`src/hdl/fcp_pkg.sv`:
```
package fcp_pkg;
  // ----------------------------------------
  // command codes, low five bits of first byte
  // ----------------------------------------
  localparam logic [4:0] OP_READ_TRACK = 5'h02;
  localparam logic [4:0] OP_SPECIFY = 5'h03;
  localparam logic [4:0] OP_SENSE_DRV = 5'h04;
  localparam logic [4:0] OP_WRITE = 5'h05;
  localparam logic [4:0] OP_READ = 5'h06;
  localparam logic [4:0] OP_RECAL = 5'h07;
  localparam logic [4:0] OP_SENSE_INT = 5'h08;
  localparam logic [4:0] OP_WRITE_DEL = 5'h09;
  localparam logic [4:0] OP_READ_ID = 5'h0a;
  localparam logic [4:0] OP_READ_DEL = 5'h0c;
  localparam logic [4:0] OP_FORMAT = 5'h0d;
  localparam logic [4:0] OP_DUMPREG = 5'h0e;
  localparam logic [4:0] OP_SEEK = 5'h0f;
  localparam logic [4:0] OP_VERSION = 5'h10;
  localparam logic [4:0] OP_SCAN_EQ = 5'h11;
  localparam logic [4:0] OP_PERP = 5'h12;
  localparam logic [4:0] OP_CONFIGURE = 5'h13;
  localparam logic [4:0] OP_LOCK = 5'h14;
  localparam logic [4:0] OP_VERIFY = 5'h16;
  localparam logic [4:0] OP_SCAN_LE = 5'h19;
  localparam logic [4:0] OP_SCAN_HE = 5'h1d;
  // ----------------------------------------
  // parameter byte counts
  // ----------------------------------------
  localparam logic [3:0] CNT_RW = 4'h8;
  localparam logic [3:0] CNT_FORMAT = 4'h5;
  localparam logic [3:0] CNT_CONFIG = 4'h3;
  localparam logic [3:0] CNT_TWO = 4'h2;
  localparam logic [3:0] CNT_ONE = 4'h1;
  localparam logic [3:0] CNT_NONE = 4'h0;
  // ----------------------------------------
  // field positions and values
  // ----------------------------------------
  localparam int BIT_REL_DIR = 6;
  localparam int BIT_REL_SEEK = 7;
  localparam int BIT_CNT_MODE = 7;
  localparam int BIT_SEEK_FIRST = 6;
  localparam int BIT_QUEUE_EN_N = 5;
  localparam int BIT_OW = 7;
  localparam int POS_PERP_LO = 2;
  localparam logic [7:0] ST0_INVALID = 8'h80;
  localparam logic [14:0] SECT_BASE = 15'h0080;
  localparam logic [2:0] N_MAX = 3'h7;
  localparam logic [7:0] LEN_LIMIT_RESET = 8'hff;
  localparam logic QUEUE_EN_LOW_RESET = 1'b1;
  // ----------------------------------------
  // state
  // ----------------------------------------
  typedef enum logic [3:0] {
    ST_CMD = 4'b0001,
    ST_PARAM = 4'b0010,
    ST_EXEC = 4'b0100,
    ST_RESULT = 4'b1000
  } fcp_state_e;
  typedef struct packed {
    fcp_state_e state;
    logic busy;
    logic [7:0] cmd;
    logic [3:0] pidx;
    logic [3:0] pcnt;
    logic irq;
    logic [7:0] st0;
    logic [7:0] cyl;
    logic [1:0] drive;
    logic step_in;
    logic [1:0] perp;
    logic [1:0] gap;
    logic [7:0] len_limit;
    logic [2:0] n;
    logic [7:0] last_sec;
    logic cnt_mode;
    logic queue_en_n;
    logic seek_first;
    logic [7:0] fill;
    logic [7:0] spt;
    logic start;
    logic seek_req;
    logic pass_host;
    logic pad_zero;
    logic track_end;
  } fcp_regs_s;
  localparam fcp_regs_s REGS_RESET = '{
    state: ST_CMD, busy: 1'b0, cmd: 8'h00, pidx: 4'h0, pcnt: 4'h0,
    irq: 1'b0, st0: ST0_INVALID, cyl: 8'h00, drive: 2'b00,
    step_in: 1'b0, perp: 2'b00, gap: 2'b00, len_limit: LEN_LIMIT_RESET, n: 3'h0,
    last_sec: 8'h00, cnt_mode: 1'b0, queue_en_n: QUEUE_EN_LOW_RESET, seek_first: 1'b0,
    fill: 8'h00, spt: 8'h00, start: 1'b0, seek_req: 1'b0,
    pass_host: 1'b0, pad_zero: 1'b0, track_end: 1'b0
  };
endpackage : fcp_pkg

```
`src/hdl/fcp_interp.sv`:
```
// How it works
// - new command accepted any time in command phase
// - check first byte; unknown code raises interrupt
// - sense interrupt then returns invalid command status
// - cylinder is unsigned eight bits, 0..255
// - perpendicular flag one marks drive perpendicular
// - direction zero steps out, one steps in
// - size code zero: 128 bytes, length parameter counts
// - read past length: read sector, withhold excess
// - write past length: pad sector with zeros
// - crc spans full physical sector
// - count mode makes verify length sectors per track
// - queue enable active low, disabled by default
// - implied seek before read/write with cylinder
// - final sector number ends the track sequence
// - gap bits alter second gap in perpendicular mode
// - format writes fill pattern in every data field
// - nonzero code: 128 shifted by code, to 7
`timescale 1ns/1ps
module fcp_interp
  import fcp_pkg::*;
(
  input wire logic sys_clk,
  input wire logic rst_n,
  input wire logic byte_wr,
  input wire logic [7:0] byte_in,
  input wire logic result_rd,
  input wire logic exec_done,
  input wire logic [7:0] exec_st0,
  input wire logic [13:0] exec_byte_idx,
  input wire logic [7:0] cur_sector,
  output logic request_for_master,
  output logic transfer_direction,
  output logic [7:0] result_byte,
  output logic irq,
  output logic cmd_start,
  output logic [7:0] cmd_code,
  output logic implied_seek_req,
  output logic [7:0] cylinder,
  output logic [1:0] drive_pick,
  output logic drive_index,
  output logic step_inward,
  output logic [1:0] perp_drive_flags,
  output logic [1:0] gap2_adjust,
  output logic [7:0] special_length_limit,
  output logic [2:0] sector_size_code,
  output logic [14:0] sector_bytes,
  output logic [14:0] host_bytes,
  output logic [14:0] crc_bytes,
  output logic count_mode_enable,
  output logic [7:0] sectors_per_track,
  output logic queue_enable_low,
  output logic implied_positioning_enable,
  output logic [7:0] final_sector_number,
  output logic [7:0] fill_pattern,
  output logic exec_pass_host,
  output logic exec_pad_zero,
  output logic track_end
);
  // ----------------------------------------
  // helpers
  // ----------------------------------------
  // {valid, needs execution, parameter count}
  function automatic logic [5:0] cmd_info(input logic [7:0] c);
    logic [5:0] r;
    r = {1'b1, 1'b0, CNT_NONE};
    unique case (c[4:0])
      OP_READ, OP_READ_DEL, OP_READ_TRACK, OP_WRITE, OP_WRITE_DEL,
      OP_VERIFY, OP_SCAN_EQ, OP_SCAN_LE, OP_SCAN_HE: r = {2'b11, CNT_RW};
      OP_FORMAT: r = {2'b11, CNT_FORMAT};
      OP_SEEK: r = {2'b11, CNT_TWO};
      OP_RECAL, OP_READ_ID: r = {2'b11, CNT_ONE};
      OP_SENSE_DRV, OP_PERP: r = {2'b10, CNT_ONE};
      OP_SPECIFY: r = {2'b10, CNT_TWO};
      OP_CONFIGURE: r = {2'b10, CNT_CONFIG};
      OP_SENSE_INT, OP_VERSION, OP_DUMPREG, OP_LOCK: r = {2'b10, CNT_NONE};
      default: r = {1'b0, 1'b0, CNT_NONE};
    endcase
    return r;
  endfunction : cmd_info

  function automatic logic is_rw(input logic [7:0] c);
    logic r;
    r = 1'b0;
    unique case (c[4:0])
      OP_READ, OP_READ_DEL, OP_READ_TRACK, OP_WRITE, OP_WRITE_DEL,
      OP_VERIFY, OP_SCAN_EQ, OP_SCAN_LE, OP_SCAN_HE: r = 1'b1;
      default: r = 1'b0;
    endcase
    return r;
  endfunction : is_rw

  // read class only: verify and scans move no data to the host
  function automatic logic is_read(input logic [7:0] c);
    logic r;
    r = 1'b0;
    unique case (c[4:0])
      OP_READ, OP_READ_DEL, OP_READ_TRACK: r = 1'b1;
      default: r = 1'b0;
    endcase
    return r;
  endfunction : is_read

  function automatic logic is_write(input logic [7:0] c);
    return (c[4:0] == OP_WRITE) || (c[4:0] == OP_WRITE_DEL);
  endfunction : is_write

  function automatic logic [14:0] sect_len(input logic [2:0] n);
    return SECT_BASE << n;
  endfunction : sect_len

  // ----------------------------------------
  // state
  // ----------------------------------------
  fcp_regs_s r_reg;
  fcp_regs_s r_next;
  logic [5:0] info;
  logic [14:0] xfer_len;
  logic [3:0] idx;
  logic [5:0] pinfo;

  assign info = cmd_info(byte_in);
  // decode of the held command, used when its last parameter lands
  assign pinfo = cmd_info(r_reg.cmd);
  assign idx = r_reg.pidx + 4'h1;
  // size code zero: length byte sets the transfer, else full sector
  assign xfer_len = (r_reg.n == 3'h0) ? {7'h00, r_reg.len_limit} : sect_len(r_reg.n);

  always_comb begin
    r_next = r_reg;
    r_next.start = 1'b0;
    r_next.seek_req = 1'b0;
    // byte is taken on the edge it is written; busy holds one cycle after
    r_next.busy = byte_wr && (r_reg.state == ST_CMD || r_reg.state == ST_PARAM);
    unique case (r_reg.state)
      ST_CMD: begin
        if (byte_wr) begin
          r_next.cmd = byte_in;
          r_next.pidx = 4'h0;
          r_next.pcnt = info[3:0];
          if (!info[5]) begin
            // unknown code: no parameters, flag it
            r_next.irq = 1'b1;
            r_next.st0 = ST0_INVALID;
          end else if (byte_in[4:0] == OP_SENSE_INT) begin
            r_next.state = ST_RESULT;
          end else if (byte_in[4:0] == OP_LOCK || info[3:0] != CNT_NONE) begin
            if (info[3:0] != CNT_NONE) begin
              r_next.state = ST_PARAM;
            end
          end
        end
      end
      ST_PARAM: begin
        if (byte_wr) begin
          r_next.pidx = idx;
          if (is_rw(r_reg.cmd) || r_reg.cmd[4:0] == OP_FORMAT ||
              r_reg.cmd[4:0] == OP_SEEK || r_reg.cmd[4:0] == OP_RECAL ||
              r_reg.cmd[4:0] == OP_READ_ID || r_reg.cmd[4:0] == OP_SENSE_DRV) begin
            if (idx == 4'h1) begin
              r_next.drive = byte_in[1:0];
            end
          end
          if (is_rw(r_reg.cmd)) begin
            if (idx == 4'h1 && r_reg.cmd[4:0] == OP_VERIFY) begin
              r_next.cnt_mode = byte_in[BIT_CNT_MODE];
            end
            if (idx == 4'h2) begin
              r_next.cyl = byte_in;
            end
            if (idx == 4'h5) begin
              // codes above 7 have no size; hold them at the largest one
              if (byte_in > {5'h00, N_MAX}) begin
                r_next.n = N_MAX;
              end else begin
                r_next.n = byte_in[2:0];
              end
            end
            if (idx == 4'h6) begin
              r_next.last_sec = byte_in;
            end
            if (idx == 4'h8) begin
              if (r_reg.cmd[4:0] == OP_VERIFY && r_reg.cnt_mode) begin
                r_next.spt = byte_in;
              end else begin
                r_next.len_limit = byte_in;
              end
            end
          end else if (r_reg.cmd[4:0] == OP_FORMAT) begin
            if (idx == 4'h2) begin
              r_next.n = byte_in[2:0];
            end
            if (idx == 4'h3) begin
              r_next.spt = byte_in;
            end
            if (idx == 4'h5) begin
              r_next.fill = byte_in;
            end
          end else if (r_reg.cmd[4:0] == OP_SEEK) begin
            if (idx == 4'h2) begin
              r_next.cyl = byte_in;
            end
            if (idx == 4'h1) begin
              // plain seek has no direction, keep it outward
              r_next.step_in = r_reg.cmd[BIT_REL_SEEK] & r_reg.cmd[BIT_REL_DIR];
            end
          end else if (r_reg.cmd[4:0] == OP_CONFIGURE && idx == 4'h2) begin
            r_next.seek_first = byte_in[BIT_SEEK_FIRST];
            r_next.queue_en_n = byte_in[BIT_QUEUE_EN_N];
          end else if (r_reg.cmd[4:0] == OP_PERP && idx == 4'h1) begin
            r_next.gap = byte_in[1:0];
            if (byte_in[BIT_OW]) begin
              r_next.perp = byte_in[POS_PERP_LO+1:POS_PERP_LO];
            end
          end
          if (idx == r_reg.pcnt) begin
            if (pinfo[4]) begin
              r_next.state = ST_EXEC;
              r_next.start = 1'b1;
              r_next.seek_req = r_reg.seek_first && is_rw(r_reg.cmd);
            end else begin
              r_next.state = ST_CMD;
            end
          end
        end
      end
      ST_EXEC: begin
        // status is kept until the host asks with sense interrupt
        if (exec_done) begin
          r_next.state = ST_CMD;
          r_next.irq = 1'b1;
          r_next.st0 = exec_st0;
        end
      end
      ST_RESULT: begin
        // single result byte: one read ends the phase
        if (result_rd) begin
          r_next.state = ST_CMD;
          r_next.irq = 1'b0;
          r_next.st0 = ST0_INVALID;
        end
      end
    endcase
    // ----------------------------------------
    // execution byte steering
    // ----------------------------------------
    // whole sector still passes the head; only the host side is cut
    // only read commands hand bytes to the host
    r_next.pass_host = is_read(r_reg.cmd) && ({1'b0, exec_byte_idx} < xfer_len);
    r_next.pad_zero = is_write(r_reg.cmd) && ({1'b0, exec_byte_idx} >= xfer_len);
    // one cycle late: the engine must allow for it at the last sector
    r_next.track_end = (cur_sector == r_reg.last_sec);
  end

  always_ff @(posedge sys_clk) begin
    if (!rst_n) begin
      r_reg <= REGS_RESET;
    end else begin
      r_reg <= r_next;
    end
  end

  // ----------------------------------------
  // outputs
  // ----------------------------------------
  // no byte is offered while the last one is still being taken apart
  assign request_for_master = (r_reg.state == ST_CMD || r_reg.state == ST_PARAM ||
                               r_reg.state == ST_RESULT) &&
                              !r_reg.busy;
  assign transfer_direction = (r_reg.state == ST_RESULT);
  assign result_byte = r_reg.st0;
  assign irq = r_reg.irq;
  assign cmd_start = r_reg.start;
  assign cmd_code = r_reg.cmd;
  assign implied_seek_req = r_reg.seek_req;

  // ----------------------------------------
  // parameter fields
  // ----------------------------------------
  assign cylinder = r_reg.cyl;
  assign drive_pick = r_reg.drive;
  assign drive_index = r_reg.drive[0];
  assign step_inward = r_reg.step_in;
  assign perp_drive_flags = r_reg.perp;
  assign gap2_adjust = r_reg.perp[r_reg.drive[0]] ? r_reg.gap : 2'b00;
  assign special_length_limit = r_reg.len_limit;
  assign sector_size_code = r_reg.n;
  assign sector_bytes = sect_len(r_reg.n);
  assign host_bytes = xfer_len;
  assign crc_bytes = sect_len(r_reg.n);
  assign count_mode_enable = r_reg.cnt_mode;
  assign sectors_per_track = r_reg.spt;
  assign queue_enable_low = r_reg.queue_en_n;
  assign implied_positioning_enable = r_reg.seek_first;
  assign final_sector_number = r_reg.last_sec;
  assign fill_pattern = r_reg.fill;
  assign exec_pass_host = r_reg.pass_host;
  assign exec_pad_zero = r_reg.pad_zero;
  assign track_end = r_reg.track_end;
endmodule : fcp_interp

```
`config.mk`:
```
export PLATFORM = sky130hd
export DESIGN_NAME = fcp_interp
export DESIGN_NICKNAME = d
export VERILOG_FILES = /design/src/hdl/fcp_pkg.sv /design/src/hdl/fcp_interp.sv
export SDC_FILE = /design/constraint.sdc
export NUM_CORES = 1
export LEC_CHECK = 0
export BUFFER_PORTS_ARGS = -buffer_cell sky130_fd_sc_hd__buf_2
export CAP_MARGIN = 10
export CORE_UTILIZATION = 47
export CTS_BUF_LIST = sky130_fd_sc_hd__clkbuf_16
export DETAILED_ROUTE_END_ITERATION = 8
export GPL_TIMING_DRIVEN = 1
export PLACE_DENSITY = 0.75
export SETUP_SLACK_MARGIN = 0.02
export SLEW_MARGIN = 0
export SYNTH_ARGS = -nofsm -noshare
export SYNTH_HDL_FRONTEND = slang
export SYNTH_SLANG_ARGS = --single-unit
```
`constraint.sdc`:
```
create_clock -name sys_clk -period 2.47 [get_ports sys_clk]
set_clock_uncertainty 0.15 [all_clocks]
set_input_delay 0.247 -clock sys_clk [delete_from_list [all_inputs] [get_ports sys_clk]]
set_output_delay 0.247 -clock sys_clk [all_outputs]
set_load 0.01 [all_outputs]
```
After elaboration in Yosys (flattened, before gate mapping)
Memories as Yosys holds them, arrays and structs flattened. A register that Yosys moved wholly into a read port is not among the register bits.
Index checks and enable logic that the tools add are counted.
- flip-flop bits (word level): 88
- ROM bits: 480
- input bits: 43
- word-level logic and storage cells: 182
- memories kept: 5
- memories (memory ; depth ; width ; rd ports ; clocked after Yosys merged registers in ; wr ports ; RTL line ; text):
    (name not given) ; 32 ; 6 ; 1 ; 1 ; 0 ; fcp_interp.sv:67 ; unique case (c[4:0])
    (name not given) ; 32 ; 6 ; 1 ; 0 ; 0 ; fcp_interp.sv:67 ;
    (name not given) ; 32 ; 1 ; 1 ; 1 ; 0 ; fcp_interp.sv:85 ; unique case (c[4:0])
    (name not given) ; 32 ; 1 ; 1 ; 1 ; 0 ; fcp_interp.sv:85 ;
    (name not given) ; 32 ; 1 ; 1 ; 1 ; 0 ; fcp_interp.sv:85 ;
- add/subtract/negate cells: 1
- order comparisons: 4
- equality and inequality tests: 40
- shift-type cells: 1
- mux-type cells: 54
- bitwise logic cells: 6
- reduce and logical (&&, ||, !) cells: 46
- operator list (kind ; count):
    $mux 8 ; 9
    $mux 4 ; 10
    $mux 5 ; 8
    $eq 5x4->1 const B ; 6
    $mux 9 ; 3
    $pmux 9 s3 ; 1
    $reduce_and 5->1 ; 5
    $eq 5x3->1 const B ; 4
    $eq 5x5->1 const B ; 4
    $reduce_and 4->1 ; 5
    $mux 3 ; 6
    $reduce_and 6->1 ; 3
    $mux 17 ; 1
    $pmux 4 s4 ; 1
    $reduce_and 8->1 ; 2
    $ge 14x15->1 ; 1
    $lt 14x15->1 ; 1
    $mux 15 ; 1
    $shl 8x3->15 const A ; 1
    $eq 4x2->1 const B ; 3
    $eq 4x3->1 const B ; 3
    $ne 2x2->1 const B ; 6
    $mux 1 ; 11
    $ne 2x1->1 const B ; 5
    other kinds (24) ; 52

Longest topological paths before layout
Gate-level depths: netlist (run 1).
- word-level depth: 8
- gate-level depth with buffers: 12

Least setup slack after synthesis (run 1)
OpenSTA, ideal clock, no wires.
- kind: reg2reg
- start: register r_reg (netlist bit sector_size_code[2])
- end: register r_reg (netlist bit exec_pad_zero)
- library setup time: 120 ps
- arrival: 2488 ps
- slack: -288 ps
- stages on the path, launching flop included: 11
- path buffers: 1
- cell sequence: dfxtp_1 -> clkbuf_1 -> nor3_1 -> nand2_1 -> ha_1 -> nor2b_1 -> o21ai_0 -> nand2b_1 -> a31o_2 -> a211oi_1 -> nor2_1
- longest elaborated chain between the ends: 4
- elaborated cells on any way between the ends: 5
- ends and longest elaborated chain (item ; RTL line ; text):
    start: declaration ; fcp_interp.sv:115 ; fcp_regs_s r_reg;
    start signal: assignment ; fcp_interp.sv:259 ; r_reg <= r_next;
    $shl 8x3->15 ; n/a ;
    net crc_bytes[7] ; fcp_interp.sv:49 ; output logic [14:0] crc_bytes,
    $mux 15 ; fcp_interp.sv:127 ; assign xfer_len = (r_reg.n == 3'h0) ? {7'h00, r_reg.len_limit} : sect_len(r_reg.n);
    $ge 14x15->1 ; fcp_interp.sv:250 ; r_next.pad_zero = is_write(r_reg.cmd) && ({1'b0, exec_byte_idx} >= xfer_len);
    $logic_and 1x1->1 ; fcp_interp.sv:250 ;
The timed path passes the listed nets, and every way through them passes these cells.
A chain may end at the register's enable or synchronous reset.

==> results.md, run 1 <==
Run status:
- The flow ran to the end, and the final reports show no timing, DRC or antenna violations.

Timing:
- The worst path meets setup with approximately 0.16 ns of slack.
- After routing, the total negative slack on setup checks comes to 0 ns.
- For the pin with the worst max-slew slack, the measured transition is approximately 0.64 ns.
- The maximum operating frequency is ~430 MHz.
- The worst hold-check slack is 0.00732 ns.
- The final count of pins violating max slew is 0.
- The final critical path takes up 93.7% of the cycle.
- The number of hold violations in the final report came to 0.
- Setup repair after global routing left no endpoint under its margin.
- Headroom to the max-slew limit came out at 57.3%.
- The clock period could shrink to between 2 and 2.5 ns.
- Setup violations remaining at the end of the flow were counted as 0.

Pwr:
- The reported leakage power is 3.11 nW.
- Power spread over the standard cell area amounts to 609 mW/mm^2.
- The power after layout is 3.83 mW.
- The worst voltage drop across the vdd grid is 354 uV.

Drt:
- The detailed-routing iteration count for the pre-antenna-repair pass is 4.
- After detailed routing, the average wire length per cell comes to 14.3 um.
- The routed via count divided by cell count is 5.15.
- The count of unresolved DRC violations after routing is 0.
- The number of vias in the routed layout is 4690.
- For this block, the routed nets add up to 13000 um of wire.
- The post-route antenna net violation count is 0.
- The starting DRC count in detailed routing is 368.

Global routing:
- In the global route stage, overall resource usage came out at 21.8%.
- The number of global-route vias before repair is 4287.
- Entering global routing, the biggest net connects 48 pins.
- The wire length of the first global-routing pass is 21500 um.
- For this run the aggregate overflow at the end of global routing stands at 0.
- The initial antenna violation count came to 0.

Synth:
- During synthesis, Yosys emitted a total of 0 warnings.
- Summing every instance area after synthesis gives 0.00554 mm^2.
- The number of distinct library cells after synthesis is 66.
- The synthesized design contains 0 enable-type register cells.
- For this run, asynchronously set or reset flops after synthesis account for 0%.
- Counting every instance in the synthesized netlist gives 676.
- The most used flip-flop cell after synthesis is sky130_fd_sc_hd__dfxtp_1.
- After synthesis, the mean cell area works out to 8.19 um^2.
- Sequential cells were found to cover 32.5% of the synthesized design area.
- The number of synthesized register bits is 90.

Layout:
- The net count of the finished layout is 832.
- Summing all multi-input logic gate instances after layout gives 0.00289 mm^2.
- Registers take 0.00181 mm^2.
- Relative to the synthesized area, the layout overhead comes to 13.5%.
- Leaving out fill and tap cells, the most frequent cells in the layout are sky130_fd_sc_hd__buf_2 (151), sky130_fd_sc_hd__dfxtp_1 (87), sky130_fd_sc_hd__nand2_1 (76).
- Of the cells placed in the final design, the portion with a size suffix greater than 1 is 29.7%.
- Cells fill 54.8% of the core in the end.
- The cell area after layout is 0.00628 mm^2.
- The diode insertion count for antenna repair is 0.
- The flip-flop count of the largest register after layout is 15.
- The count of fill cells added during filler insertion is 1062.
- The count of non-filler cells in the finished layout is 910.
- The library cell used most frequently in the layout, excluding fill and tap cells, is sky130_fd_sc_hd__buf_2.

Floorplan:
- In this run the core area contains 39 standard-cell rows.
- The die height is about 110 um.
- The floorplan step defined a die boundary enclosing 0.0122 mm^2.
- The area of the placeable core is 0.0115 mm^2.
- The initial utilization of the core area, before any placement, comes to 48.3%.
- Pin placement for this block handled 166 I/O pins.
- In this run the horizontal extent of the chip is 111 um.

Clocking:
- The maximum count of clock buffers along a single path is 2.
- For this design, the sink count on the clock tree is 90.
- The root buffer cell is sky130_fd_sc_hd__clkbuf_16.
- TritonCTS built the clock tree.
- The number of levels in the clock H-tree is 3.
- The clock network latency to the later pin of the worst-skew pair is 0.34 ns.
- TritonCTS created 9 clock buffers.
- Clock-pin slew was measured on the worst setup and hold paths at approximately 0.06 ns.

Run:
- Max-cap violations in this run came to 0.

Worst setup path:
- The type of origin of the critical path is a flop.
- The endpoint required time on the critical path is about 2.5 ns.
- The worst setup path is captured at a flop.
- For the worst flop-to-flop path, the logic depth is 9.
- In this run the worst setup path begins at r_reg[87].
- The launch point of the worst reg-to-reg path is r_reg[87].
- By startpoint and endpoint, the worst setup path is classified as reg -> reg.
- Data on the critical path arrives at its endpoint at 2.39 ns.
- Along the worst path, the maximum fanout reaches 5.

Hold path:
- The min-delay analysis places its worst path in the category in -> reg.
- In this run the most critical hold path is launched from exec_st0[3].
- The worst hold path cell count is 3.

Place:
- The post-place instance area is 0.00599 mm^2.
- The count of buffers inserted at the top-level ports is 151.
- Routability-driven placement finished with a final weighted congestion of 0.890.
- The pre-CTS setup slack is 0.0912 ns.
- In this run, placement finished with an instance count of 893.
- After legalization and detailed placement, the total HPWL measured between 9000 and 10000 um.
-- critical path: stages, from the launching register on --
cell,delay (ns)
sky130_fd_sc_hd__dfxtp_1,0.33
sky130_fd_sc_hd__nor4b_4,0.30
sky130_fd_sc_hd__buf_4,0.18
sky130_fd_sc_hd__nand2_1,0.11
sky130_fd_sc_hd__nand2_1,0.13
sky130_fd_sc_hd__a21oi_2,0.07
sky130_fd_sc_hd__inv_1,0.12
sky130_fd_sc_hd__ha_1,0.26
sky130_fd_sc_hd__mux2_2,0.27
sky130_fd_sc_hd__o311a_1,0.28
-- where the power goes --
part	leakage (nW)	switching [mW]	internal [mW]
registers	0.730	0.0947	1.52
logic	2.25	0.556	0.452
clock network	0.129	0.541	0.660
total	3.11	1.19	2.63
-- layout make-up --
cell class / instances / share of cell area, %
multi-input combinational: 445 / 46.1
timing repair buffer: 186 / 16.4
clock inverter: 6 / 0.438
clock buffer: 9 / 3.58
tap: 143 / 2.85
inverter: 31 / 1.85
sequential: 90 / 28.8
-- cell families after synthesis --
group | synth area share [%]
other cells | 0.0677
mux | 6.80
compound gates | 13.2
buf+inv | 16.8
fa+ha+maj | 5.88
flops | 32.5
xor+xnor | 2.85
simple gates | 21.8
-- metal layers --
metal  vias to the layer above  wire [um]  part of all wire (%)  track usage, %
met5                         -          0                     0               0
met4                         0        136                   1.0            6.22
met3                        14        861                   6.6            4.39
met2                       192       5980                    46            35.2
met1                      2112       6050                    46            29.3
li1                       2372          -                     -               -
-- worst paths after layout --
| kind | slack, ns | to |
|---|---|---|
| min reg2reg | 0.30 | sectors_per_track[2] |
| min | 0.007 | result_byte[3] |
| max reg2reg | 0.16 | flop |
| max | 0.16 | flop |
-- synthesized netlist by cell type (2+ instances only) --
master | number | area share (%)
sky130_fd_sc_hd__a211oi_1 | 4 | 0.54
sky130_fd_sc_hd__a21o_1 | 9 | 1.2
sky130_fd_sc_hd__a21oi_1 | 30 | 2.7
sky130_fd_sc_hd__a22oi_1 | 8 | 1.1
sky130_fd_sc_hd__a311oi_1 | 3 | 0.47
sky130_fd_sc_hd__and2_1 | 3 | 0.34
sky130_fd_sc_hd__and3_1 | 3 | 0.34
sky130_fd_sc_hd__and4b_1 | 2 | 0.36
sky130_fd_sc_hd__buf_1 | 3 | 0.20
sky130_fd_sc_hd__buf_2 | 9 | 0.81
sky130_fd_sc_hd__buf_4 | 87 | 12
sky130_fd_sc_hd__buf_6 | 2 | 0.41
sky130_fd_sc_hd__clkbuf_1 | 22 | 1.5
sky130_fd_sc_hd__dfxtp_1 | 90 | 33
sky130_fd_sc_hd__ha_1 | 26 | 5.9
sky130_fd_sc_hd__inv_1 | 30 | 2.0
sky130_fd_sc_hd__mux2_2 | 2 | 0.41
sky130_fd_sc_hd__mux2i_1 | 34 | 6.1
sky130_fd_sc_hd__nand2_1 | 76 | 5.2
sky130_fd_sc_hd__nand2b_1 | 7 | 0.79
sky130_fd_sc_hd__nand3_1 | 26 | 2.4
sky130_fd_sc_hd__nand3_2 | 2 | 0.36
sky130_fd_sc_hd__nand3b_1 | 6 | 0.81
sky130_fd_sc_hd__nand4_1 | 9 | 1.0
sky130_fd_sc_hd__nor2_1 | 65 | 4.4
sky130_fd_sc_hd__nor2b_1 | 10 | 1.1
sky130_fd_sc_hd__nor3_1 | 5 | 0.45
sky130_fd_sc_hd__nor3b_1 | 5 | 0.68
sky130_fd_sc_hd__nor4_1 | 3 | 0.34
sky130_fd_sc_hd__nor4b_1 | 2 | 0.32
sky130_fd_sc_hd__nor4b_4 | 2 | 0.86
sky130_fd_sc_hd__o211ai_1 | 5 | 0.68
sky130_fd_sc_hd__o21ai_0 | 13 | 1.2
sky130_fd_sc_hd__o21ai_1 | 17 | 1.5
sky130_fd_sc_hd__o21ai_2 | 2 | 0.32
sky130_fd_sc_hd__o21bai_1 | 2 | 0.27
sky130_fd_sc_hd__or2_2 | 2 | 0.23
sky130_fd_sc_hd__or3_1 | 4 | 0.45
sky130_fd_sc_hd__or3b_2 | 2 | 0.32
sky130_fd_sc_hd__or4_1 | 2 | 0.27
sky130_fd_sc_hd__xnor2_1 | 13 | 2.1
sky130_fd_sc_hd__xor2_1 | 5 | 0.79
-- timing repair --
action | CTS | global route
resized for setup | 0 | 8
endpoints found under the setup margin | 0 | 18
setup buffers | 0 | 1
endpoints found under the hold margin | 1 | 0
hold buffers | 1 | 0
(Power assumes the default switching activity.)
==> inputs of run 2 (changes only) <==
--- a/config.mk
+++ b/config.mk
@@ -5,9 +5,10 @@
 export SDC_FILE = /design/constraint.sdc
 export NUM_CORES = 1
 export LEC_CHECK = 0
+export ABC_AREA = 1
 export BUFFER_PORTS_ARGS = -buffer_cell sky130_fd_sc_hd__buf_2
 export CAP_MARGIN = 10
-export CORE_UTILIZATION = 47
+export CORE_UTILIZATION = 48
 export CTS_BUF_LIST = sky130_fd_sc_hd__clkbuf_16
 export DETAILED_ROUTE_END_ITERATION = 8
 export GPL_TIMING_DRIVEN = 1
==> run 2 against run 1 <==
Compared with the run above: the run now ends with design-rule violations left; total power grew 26%; wire length grew 7.9%; worst setup slack gained 0.062 ns; largest cell class unchanged; largest power group unchanged.
==> results.md, run 2 <==
Worst setup path:
- Worst path cell trace: inv_1, nand2_1, clkinv_1, nand2_1, ha_1, a21oi_1, o21a_1, o211ai_1, nand2_1, nand3_1, nand2_1, inv_1 (was nor4b_4, buf_4, nand2_1, nand2_1, a21oi_2, inv_1, ha_1, mux2_2, o311a_1).
- The critical setup path kind is reg -> reg (unchanged).
- The biggest cell delay along the critical path was 0.49 ns (was 0.33 ns).
- The type of origin of the critical path is a flop (unchanged).
- The capturing point of the worst reg2reg path is exec_pad_zero.
- The endpoint required time on the critical path is 2.56 ns (was 2.54 ns).
- The critical path arrival is 2.34 ns (was 2.39 ns).
- The maximum fanout along the worst path is 10 (was 5).
- The endpoint type of the worst setup path is a flop (unchanged).
- The launch point of the worst reg-to-reg path is sector_size_code[2] (was r_reg[87]).
- The worst reg-to-reg path cell count is 12 (was 9).
- The library cell contributing the largest single delay on the critical path is sky130_fd_sc_hd__dfxtp_1 (unchanged).
- The internal reg-to-reg setup slack is 0.22 ns (was 0.16 ns).
- The most repeated library cell on the critical path is sky130_fd_sc_hd__nand2_1 (unchanged).

Place:
- The pre-CTS setup slack was 0.219 ns (was 0.0912 ns).
- The cell count after placement is 1063 (was 893).
- The weighted congestion reported at the end of routability-driven placement was 0.887 (was 0.890).
- The sum of net half-perimeters after detailed placement is 10900 um (was 9920 um).
- The count of buffers inserted at the top-level ports is 151 (unchanged).
- The post-place instance area is 0.00622 mm^2 (was 0.00599 mm^2).

Global routing:
- The number of global-route vias before repair is 4862 (was 4287).
- The total routing resource utilization after global routing is 22.4% (was 21.8%).
- The pin count of the biggest net entering global routing is 37 (was 48).
- The most heavily used metal layer in global routing is met2 (unchanged).
- The initial antenna violation count is 0 (unchanged).
- The wire length of the first global-routing pass was 22700 um (was 21500 um).
- The global routing usage on met2 is 38.5% (was 35.2%).
- The met1 usage is 27.8% (was 29.3%).
- The leftover overflow at the end of global routing was 0 (unchanged).
- The met3 capacity usage during global routing is 4.93% (was 4.39%).

Hold path:
- The worst-case hold path end point is fill_pattern[5] (was result_byte[3]).
- The worst hold path cell count is 2 (was 3).
- The start point of the worst hold path was byte_in[5] (was exec_st0[3]).
- The path category of the worst min-delay check is in -> reg (unchanged).

Drt:
- The post-route antenna net violation count is 0 (unchanged).
- The detailed-routing iteration count for the pre-antenna-repair pass is 7 (was 4).
- The routed via count divided by cell count came to 4.98 (was 5.15).
- The number of vias in the routed layout is 5377 (was 4690).
- The count of unresolved DRC violations after routing is 1 (was 0).
- The wire length reported by the detailed router was 14100 um (was 13000 um).
- The wire length per cell was 13.0 um (was 14.3 um).
- The starting DRC count in detailed routing is 292 (was 368).

Timing:
- The portion of the clock cycle consumed by the worst path in the final layout came to 91.2% (was 93.7%).
- The maximum operating frequency is 444 MHz (was 432 MHz).
- The final count of pins violating max slew was 0 (unchanged).
- The normalized max-slew margin was 65.4% (was 57.3%).
- The number of hold violations in the final report is 0 (unchanged).
- The number of failing setup endpoints in the final timing report is 0 (unchanged).
- The total negative setup slack was 0 ns (unchanged).
- The transition at the pin with the smallest max-transition slack was 0.518 ns (was 0.636 ns).
- The time the final worst path needs with I/O delays and setup came to 2.25 ns (was 2.31 ns).
- Setup repair after global routing missed its margin: false (unchanged).
- The setup slack after layout is 0.218 ns (was 0.156 ns).

Clocking:
- The clock network latency to the later pin of the worst-skew pair is 0.34 ns (about the same).
- The total clock buffers created by CTS is 9 (unchanged).
- The register clock-pin slew on the reported worst setup and hold paths is 0.06 ns (about the same).
- The clock tree from TritonCTS is built (unchanged).
- The number of levels in the clock H-tree came to 3 (unchanged).
- The maximum count of clock buffers along a single path was 2 (unchanged).
- The clock sink count is 90 (unchanged).
- The root buffer cell was sky130_fd_sc_hd__clkbuf_16 (unchanged).

Run status:
- Outcome: finished, violations left (was finished, final reports clean).
- The checks that failed: design-rule violations.

Synth:
- The synthesized area divided by synthesized cell count was 6.98 um^2 (was 8.19 um^2).
- Area contributors post-synth: sky130_fd_sc_hd__dfxtp_1 (31%), sky130_fd_sc_hd__buf_4 (11%), sky130_fd_sc_hd__nand2_1 (11%) (was sky130_fd_sc_hd__dfxtp_1 (33%), sky130_fd_sc_hd__buf_4 (12%), sky130_fd_sc_hd__mux2i_1 (6.1%)).
- The number of instances in the synthesized netlist is 845 (was 676).
- The number of synthesized register bits is 90 (unchanged).
- The cell area after synthesis is 0.00589 mm^2 (was 0.00554 mm^2).
- The number of enable-type register cells in the synthesized netlist was 0 (unchanged).
- The dominant synthesized flop cell is sky130_fd_sc_hd__dfxtp_1 (unchanged).
- The number of warnings issued by yosys is 0 (unchanged).
- The register area share after synthesis is 30.6% (was 32.5%).
- The portion of synthesized cell area occupied by the leading cell type is 30.6% (was 32.5%).
- The number of distinct library cells after synthesis was 50 (was 66).
- The most frequently used cell type in the post-synthesis netlist was sky130_fd_sc_hd__nand2_1 (was sky130_fd_sc_hd__dfxtp_1).
- The proportion of register bits with asynchronous set or reset after synthesis is 0% (unchanged).
- The most area-hungry cell type in the Yosys netlist is sky130_fd_sc_hd__dfxtp_1 (unchanged).
- List of most frequent post-synthesis cells: sky130_fd_sc_hd__nand2_1 (166), sky130_fd_sc_hd__inv_1 (110), sky130_fd_sc_hd__nor2_1 (100) (was sky130_fd_sc_hd__dfxtp_1 (90), sky130_fd_sc_hd__buf_4 (87), sky130_fd_sc_hd__nand2_1 (76)).

Layout:
- The net count of the finished layout is 996 (was 832).
- Top library cells by usage in the layout, fill and taps aside: sky130_fd_sc_hd__nand2_1 (166), sky130_fd_sc_hd__buf_2 (151), sky130_fd_sc_hd__inv_1 (111) (was sky130_fd_sc_hd__buf_2 (151), sky130_fd_sc_hd__dfxtp_1 (87), sky130_fd_sc_hd__nand2_1 (76)).
- The leading cell type in the layout, fill and taps excluded was sky130_fd_sc_hd__nand2_1 (was sky130_fd_sc_hd__buf_2).
- The area growth from synthesis to layout is 10.6% (was 13.5%).
- The count of non-filler cells in the finished layout is 1079 (was 910).
- The diode insertion count for antenna repair is 0 (unchanged).
- The final core utilization is 54.3% (was 54.8%).
- The cell area after layout came to 0.00652 mm^2 (was 0.00628 mm^2).
- The flip-flop count of the largest register after layout is 15 (unchanged).
- The share of post-route cells with drive strength above 1 is 25.4% (was 29.7%).

Floorplan:
- The number of rows created at floorplan came to 40 (was 39).
- The top-level I/O count came to 166 (unchanged).
- The total die area is 0.0127 mm^2 (was 0.0122 mm^2).
- The die height is 113 um (was 111 um).
- The initial core utilization came to 49.1% (was 48.3%).
- The area of the placeable core came to 0.0120 mm^2 (was 0.0115 mm^2).
- The width of the chip is 113 um (was 111 um).

Pwr:
- The reported leakage power is 3.44 nW (was 3.11 nW).
- The power density over the cells is 740 mW/mm^2 (was 609 mW/mm^2).
- The worst voltage drop across the vdd grid is 469 uV (was 354 uV).

Run:
- The max-capacitance violation count is 0 (unchanged).
run 2: changes by cell type after synthesis, moves of 10 or more:
cell,change
sky130_fd_sc_hd__nand2_1,+90
sky130_fd_sc_hd__inv_1,+80
sky130_fd_sc_hd__nor2_1,+35
sky130_fd_sc_hd__mux2i_1,-34
sky130_fd_sc_hd__nand3_1,+24
sky130_fd_sc_hd__o21ai_0,+23
sky130_fd_sc_hd__o21ai_1,-17
sky130_fd_sc_hd__clkbuf_1,-14
sky130_fd_sc_hd__nand4_1,+10
sky130_fd_sc_hd__nor2b_1,-10
sky130_fd_sc_hd__nor3_1,+10
sky130_fd_sc_hd__xnor2_1,-10
run 2: what timing repair did:
item / CTS / global route
buffers inserted: 0 / 0
gates resized for setup: 0 / 1
hold buffers: 0 / 0
endpoints found under the setup margin: 0 / 1
run 2: per-stage QoR:
stage / total power, mW / hold WS, ns
2_1_floorplan: 3.18 / 0.221
3_3_place_gp: 3.46 / 0.296
3_5_place_dp: 3.49 / 0.296
4_1_cts: 4.85 / 0.0384
5_1_grt: 5.17 / 0.0441
6_report: 4.83 / 0.0444
run 2: power by group:
part / internal, mW / leakage (nW) / total [mW] / switching, mW
logic: 0.595 / 2.56 / 1.72 / 1.12
clock network: 0.782 / 0.145 / 1.35 / 0.568
registers: 1.62 / 0.729 / 1.76 / 0.142
run 2: metal layers:
metal  wire length (um)  up-vias
met2               6710      185
met3                812       24
met4                249        0
met1               6290     2402
met5                  0        -
li1                   -     2766
run 2: cell families after synthesis:
group,Yosys count,synth area share [%]
flops,90,30.6
compound gates,109,12.0
fa+ha+maj,26,5.52
other cells,1,0.0636
xor+xnor,4,0.594
simple gates,387,30.4
buf+inv,228,20.8
run 2: final cells by class:
| type | count | area [um^2] |
|---|---|---|
| fill | 1177 | 5490 |
| multi-input combinational | 540 | 2920 |
| sequential | 90 | 1800 |
| timing repair buffer | 165 | 861 |
| inverter | 121 | 459 |
| clock buffer | 9 | 225 |
| tap | 147 | 184 |
| clock inverter | 7 | 67.6 |
run 2: how the worst max path moves through the flow:
stage / to / from / slack, ns
finish: exec_pad_zero / sector_size_code[2] / 0.22
global route: exec_pad_zero / sector_size_code[2] / 0.01
CTS: exec_pad_zero / sector_size_code[2] / 0.21
detailed placement: exec_pad_zero / sector_size_code[2] / 0.22
global placement: exec_pad_zero / sector_size_code[2] / 0.33
floorplan: exec_pad_zero / sector_size_code[2] / 0.15
run 2: critical path: cells and delay by family, from the launching register on:
family,cells,cell delay (ns)
adders and majority gates,1,0.25
and+or+nand+nor,5,0.50
DFF,1,0.49
buffers and inverters,3,0.42
AOI/OAI and AO/OA,3,0.34
==> inputs of run 3 (changes only) <==
--- a/config.mk
+++ b/config.mk
@@ -6,7 +6,7 @@
 export NUM_CORES = 1
 export LEC_CHECK = 0
 export ABC_AREA = 1
-export BUFFER_PORTS_ARGS = -buffer_cell sky130_fd_sc_hd__buf_2
+export BUFFER_PORTS_ARGS = -buffer_cell sky130_fd_sc_hd__clkbuf_2
 export CAP_MARGIN = 10
 export CORE_UTILIZATION = 48
 export CTS_BUF_LIST = sky130_fd_sc_hd__clkbuf_16
==> run 3 against run 2 <==
Compared with the run above: the run still ends with design-rule violations left; worst hold slack improved by 0.016 ns; sequential share of layout area decreased by 0.14 points; sequential cell count unchanged; largest cell class unchanged; total power increased by 2.7%; combinational power about the same; clock power increased by 9.6%; global-route usage increased by 0.33 points.
==> results.md, run 3 (synthesis results as in run 2) <==
Floorplan:
- The top-level I/O count is 166 (unchanged).
- The area of the placeable core is 0.0120 mm^2 (unchanged).
- The total die area is 0.0127 mm^2 (unchanged).
- The die height is 113 um (unchanged).
- The initial core utilization is 49.1% (unchanged).
- The width of the chip is 113 um (unchanged).
- The number of rows created at floorplan is 40 (unchanged).

Drt:
- The wire length per cell is 12.9 um (was 13.0 um).
- The number of vias in the routed layout is 5339 (was 5377).
- The count of unresolved DRC violations after routing came to 1 (unchanged).
- The wire length reported by the detailed router is 14000 um (was 14100 um).
- The detailed-routing iteration count for the pre-antenna-repair pass was 9 (was 7).
- The starting DRC count in detailed routing was 236 (was 292).
- The routed via count divided by cell count is 4.94 (was 4.98).
- The post-route antenna net violation count is 0 (unchanged).

Place:
- The weighted congestion reported at the end of routability-driven placement is 0.889 (was 0.887).
- The sum of net half-perimeters after detailed placement is 10800 um (was 10900 um).
- The count of buffers inserted at the top-level ports is 151 (unchanged).

Global routing:
- The number of global-route vias before repair was 4844 (was 4862).
- The wire length of the first global-routing pass is 23200 um (was 22700 um).
- The total routing resource utilization after global routing is 22.8% (was 22.4%).
- The initial antenna violation count is 0 (unchanged).
- The pin count of the biggest net entering global routing came to 36 (was 37).
- The leftover overflow at the end of global routing was 0 (unchanged).

Worst setup path:
- The maximum fanout along the worst path was 7 (was 10).
- The biggest cell delay along the critical path is 0.41 ns (was 0.49 ns).
- The library cell contributing the largest single delay on the critical path is sky130_fd_sc_hd__dfxtp_1 (unchanged).
- Worst path cell trace: inv_1, nor2_2, nand3_2, nand2_1, nand2_1, a21oi_2, inv_1, ha_1, nand3_1, nand3_1, nand3_1, nand2_1 (was inv_1, nand2_1, clkinv_1, nand2_1, ha_1, a21oi_1, o21a_1, o211ai_1, nand2_1, nand3_1, nand2_1, inv_1).
- The endpoint type of the worst setup path is a flop (unchanged).
- The kind of cell adding the most delay to the critical path is simple AND/OR/NAND/NOR gates (unchanged).
- The critical setup path kind is reg -> reg (unchanged).
- The endpoint required time on the critical path came to 2.55 ns (was 2.56 ns).
- The number of buffers and inverters on the critical path was 2 (was 3).
- The critical path arrival was 2.28 ns (was 2.34 ns).
- The type of origin of the critical path is a flop (unchanged).

Pwr:
- The reported leakage power is 3.41 nW (was 3.44 nW).
- The worst voltage drop across the vdd grid is 327 uV (was 469 uV).
- The power after layout is 4.96 mW (was 4.83 mW).
- The power density over the cells is 757 mW/mm^2 (was 740 mW/mm^2).

Layout:
- The net count of the finished layout is 997 (was 996).
- The leading cell type in the layout, fill and taps excluded is sky130_fd_sc_hd__nand2_1 (unchanged).
- The diode insertion count for antenna repair is 0 (unchanged).
- The final core utilization is 54.5% (was 54.3%).
- The share of post-route cells with drive strength above 1 is 25.6% (was 25.4%).
- The area growth from synthesis to layout was 11.1% (was 10.6%).
- The count of fill cells added during filler insertion is 1166 (was 1177).
- Top library cells by usage in the layout, fill and taps aside: sky130_fd_sc_hd__nand2_1 (166), sky130_fd_sc_hd__clkbuf_2 (151), sky130_fd_sc_hd__inv_1 (110) (was sky130_fd_sc_hd__nand2_1 (166), sky130_fd_sc_hd__buf_2 (151), sky130_fd_sc_hd__inv_1 (111)).
- The flip-flop count of the largest register after layout is 15 (unchanged).

Timing:
- The maximum operating frequency is 454 MHz (was 444 MHz).
- The number of hold violations in the final report is 0 (unchanged).
- The total negative setup slack was 0 ns (unchanged).
- The normalized max-slew margin is 60.0% (was 65.4%).
- The final count of pins violating max slew is 0 (unchanged).
- The number of failing setup endpoints in the final timing report came to 0 (unchanged).
- The portion of the clock cycle consumed by the worst path in the final layout is 89.1% (was 91.2%).
- The time the final worst path needs with I/O delays and setup is 2.20 ns (was 2.25 ns).
- The worst hold-check slack came to 0.0605 ns (was 0.0444 ns).
- The transition at the pin with the smallest max-transition slack is 0.599 ns (was 0.518 ns).
- Setup repair after global routing missed its margin: false (unchanged).

Clocking:
- The total clock buffers created by CTS was 9 (unchanged).
- The number of levels in the clock H-tree is 3 (unchanged).
- The clock network latency to the later pin of the worst-skew pair is 0.34 ns (about the same).
- The clock tree from TritonCTS is built (unchanged).
- The root buffer cell is sky130_fd_sc_hd__clkbuf_16 (unchanged).
- The clock sink count is 90 (unchanged).
- The buffer count from post-CTS setup fixing is 0 (unchanged).
- The register clock-pin slew on the reported worst setup and hold paths is 0.07 ns (was 0.06 ns).
- The maximum count of clock buffers along a single path came to 2 (unchanged).
- The number of buffers inserted for hold repair after clock tree synthesis is 0 (unchanged).
- The total of cells resized after clock tree synthesis is 0 (unchanged).

Run:
- The max-capacitance violation count came to 0 (unchanged).

Run status:
- Failing checks: design-rule violations (unchanged).
- Outcome: finished, violations left (unchanged).

Hold path:
- The path category of the worst min-delay check is in -> reg (unchanged).
==> run 3: cell count changes in the layout (fill, tap and decap cells not counted) <==
cell | before | now
sky130_fd_sc_hd__clkinv_4 | 0 | 1
sky130_fd_sc_hd__nor3_1 | 14 | 15
sky130_fd_sc_hd__inv_1 | 111 | 110
sky130_fd_sc_hd__buf_4 | 14 | 15
sky130_fd_sc_hd__clkinv_1 | 4 | 3
sky130_fd_sc_hd__clkbuf_2 | 0 | 151
sky130_fd_sc_hd__bufinv_16 | 1 | 2
sky130_fd_sc_hd__buf_2 | 151 | 0
sky130_fd_sc_hd__nor3_2 | 2 | 1
==> run 3: layout make-up <==
cell class / count / area [um^2] / area share [%]
multi-input combinational: 540 / 2910 / 44.5
sequential: 90 / 1800 / 27.5
timing repair buffer: 166 / 868 / 13.3
inverter: 121 / 459 / 7.01
clock buffer: 9 / 225 / 3.44
tap: 147 / 184 / 2.81
clock inverter: 7 / 98.8 / 1.51
==> run 3: through the flow <==
step                instances  cell area [um^2]  setup WS (ns)
floorplan                 858              5940          0.146
global placement         1064              6230          0.377
detailed placement       1064              6230          0.277
CTS                      1080              6550          0.268
global route             1080              6550         0.0511
finish                   1080              6550          0.269
==> run 3: power by group <==
part	internal, mW	switching, mW	leakage [nW]
Clock	0.893	0.589	0.156
Sequential	1.62	0.165	0.729
Combinational	0.589	1.10	2.53
Total	3.10	1.86	3.41
==> run 3: path summary, 6_finish.rpt <==
check	slack, ns	cells after the start	from	to
min	0.06	4	cur_sector[7]	track_end
max reg2reg	0.27	12	r_reg[84]	flop
min reg2reg	0.31	2	r_reg[43]	r_reg[43]
max	0.27	12	r_reg[84]	flop
==> run 3: worst reg2reg max path, cell delays in order, from the launching register on <==
cell and delay, ns:
sky130_fd_sc_hd__dfxtp_1 0.41, sky130_fd_sc_hd__inv_1 0.09, sky130_fd_sc_hd__nor2_2 0.15, sky130_fd_sc_hd__nand3_2 0.20, sky130_fd_sc_hd__nand2_1 0.11, sky130_fd_sc_hd__nand2_1 0.08, sky130_fd_sc_hd__a21oi_2 0.21, sky130_fd_sc_hd__inv_1 0.10
sky130_fd_sc_hd__ha_1 0.30, sky130_fd_sc_hd__nand3_1 0.09, sky130_fd_sc_hd__nand3_1 0.08, sky130_fd_sc_hd__nand3_1 0.08, sky130_fd_sc_hd__nand2_1 0.06
==> run 3: metal layers <==
layer / routed length, um / vias to the layer above / track usage, % / part of all wire (%)
li1: - / 2771 / - / -
met1: 6330 / 2389 / 28.8 / 45
met2: 6750 / 163 / 39.2 / 48
met3: 716 / 16 / 4.55 / 5.1
met4: 186 / 0 / 6.40 / 1.3
met5: 0 / - / 0 / 0
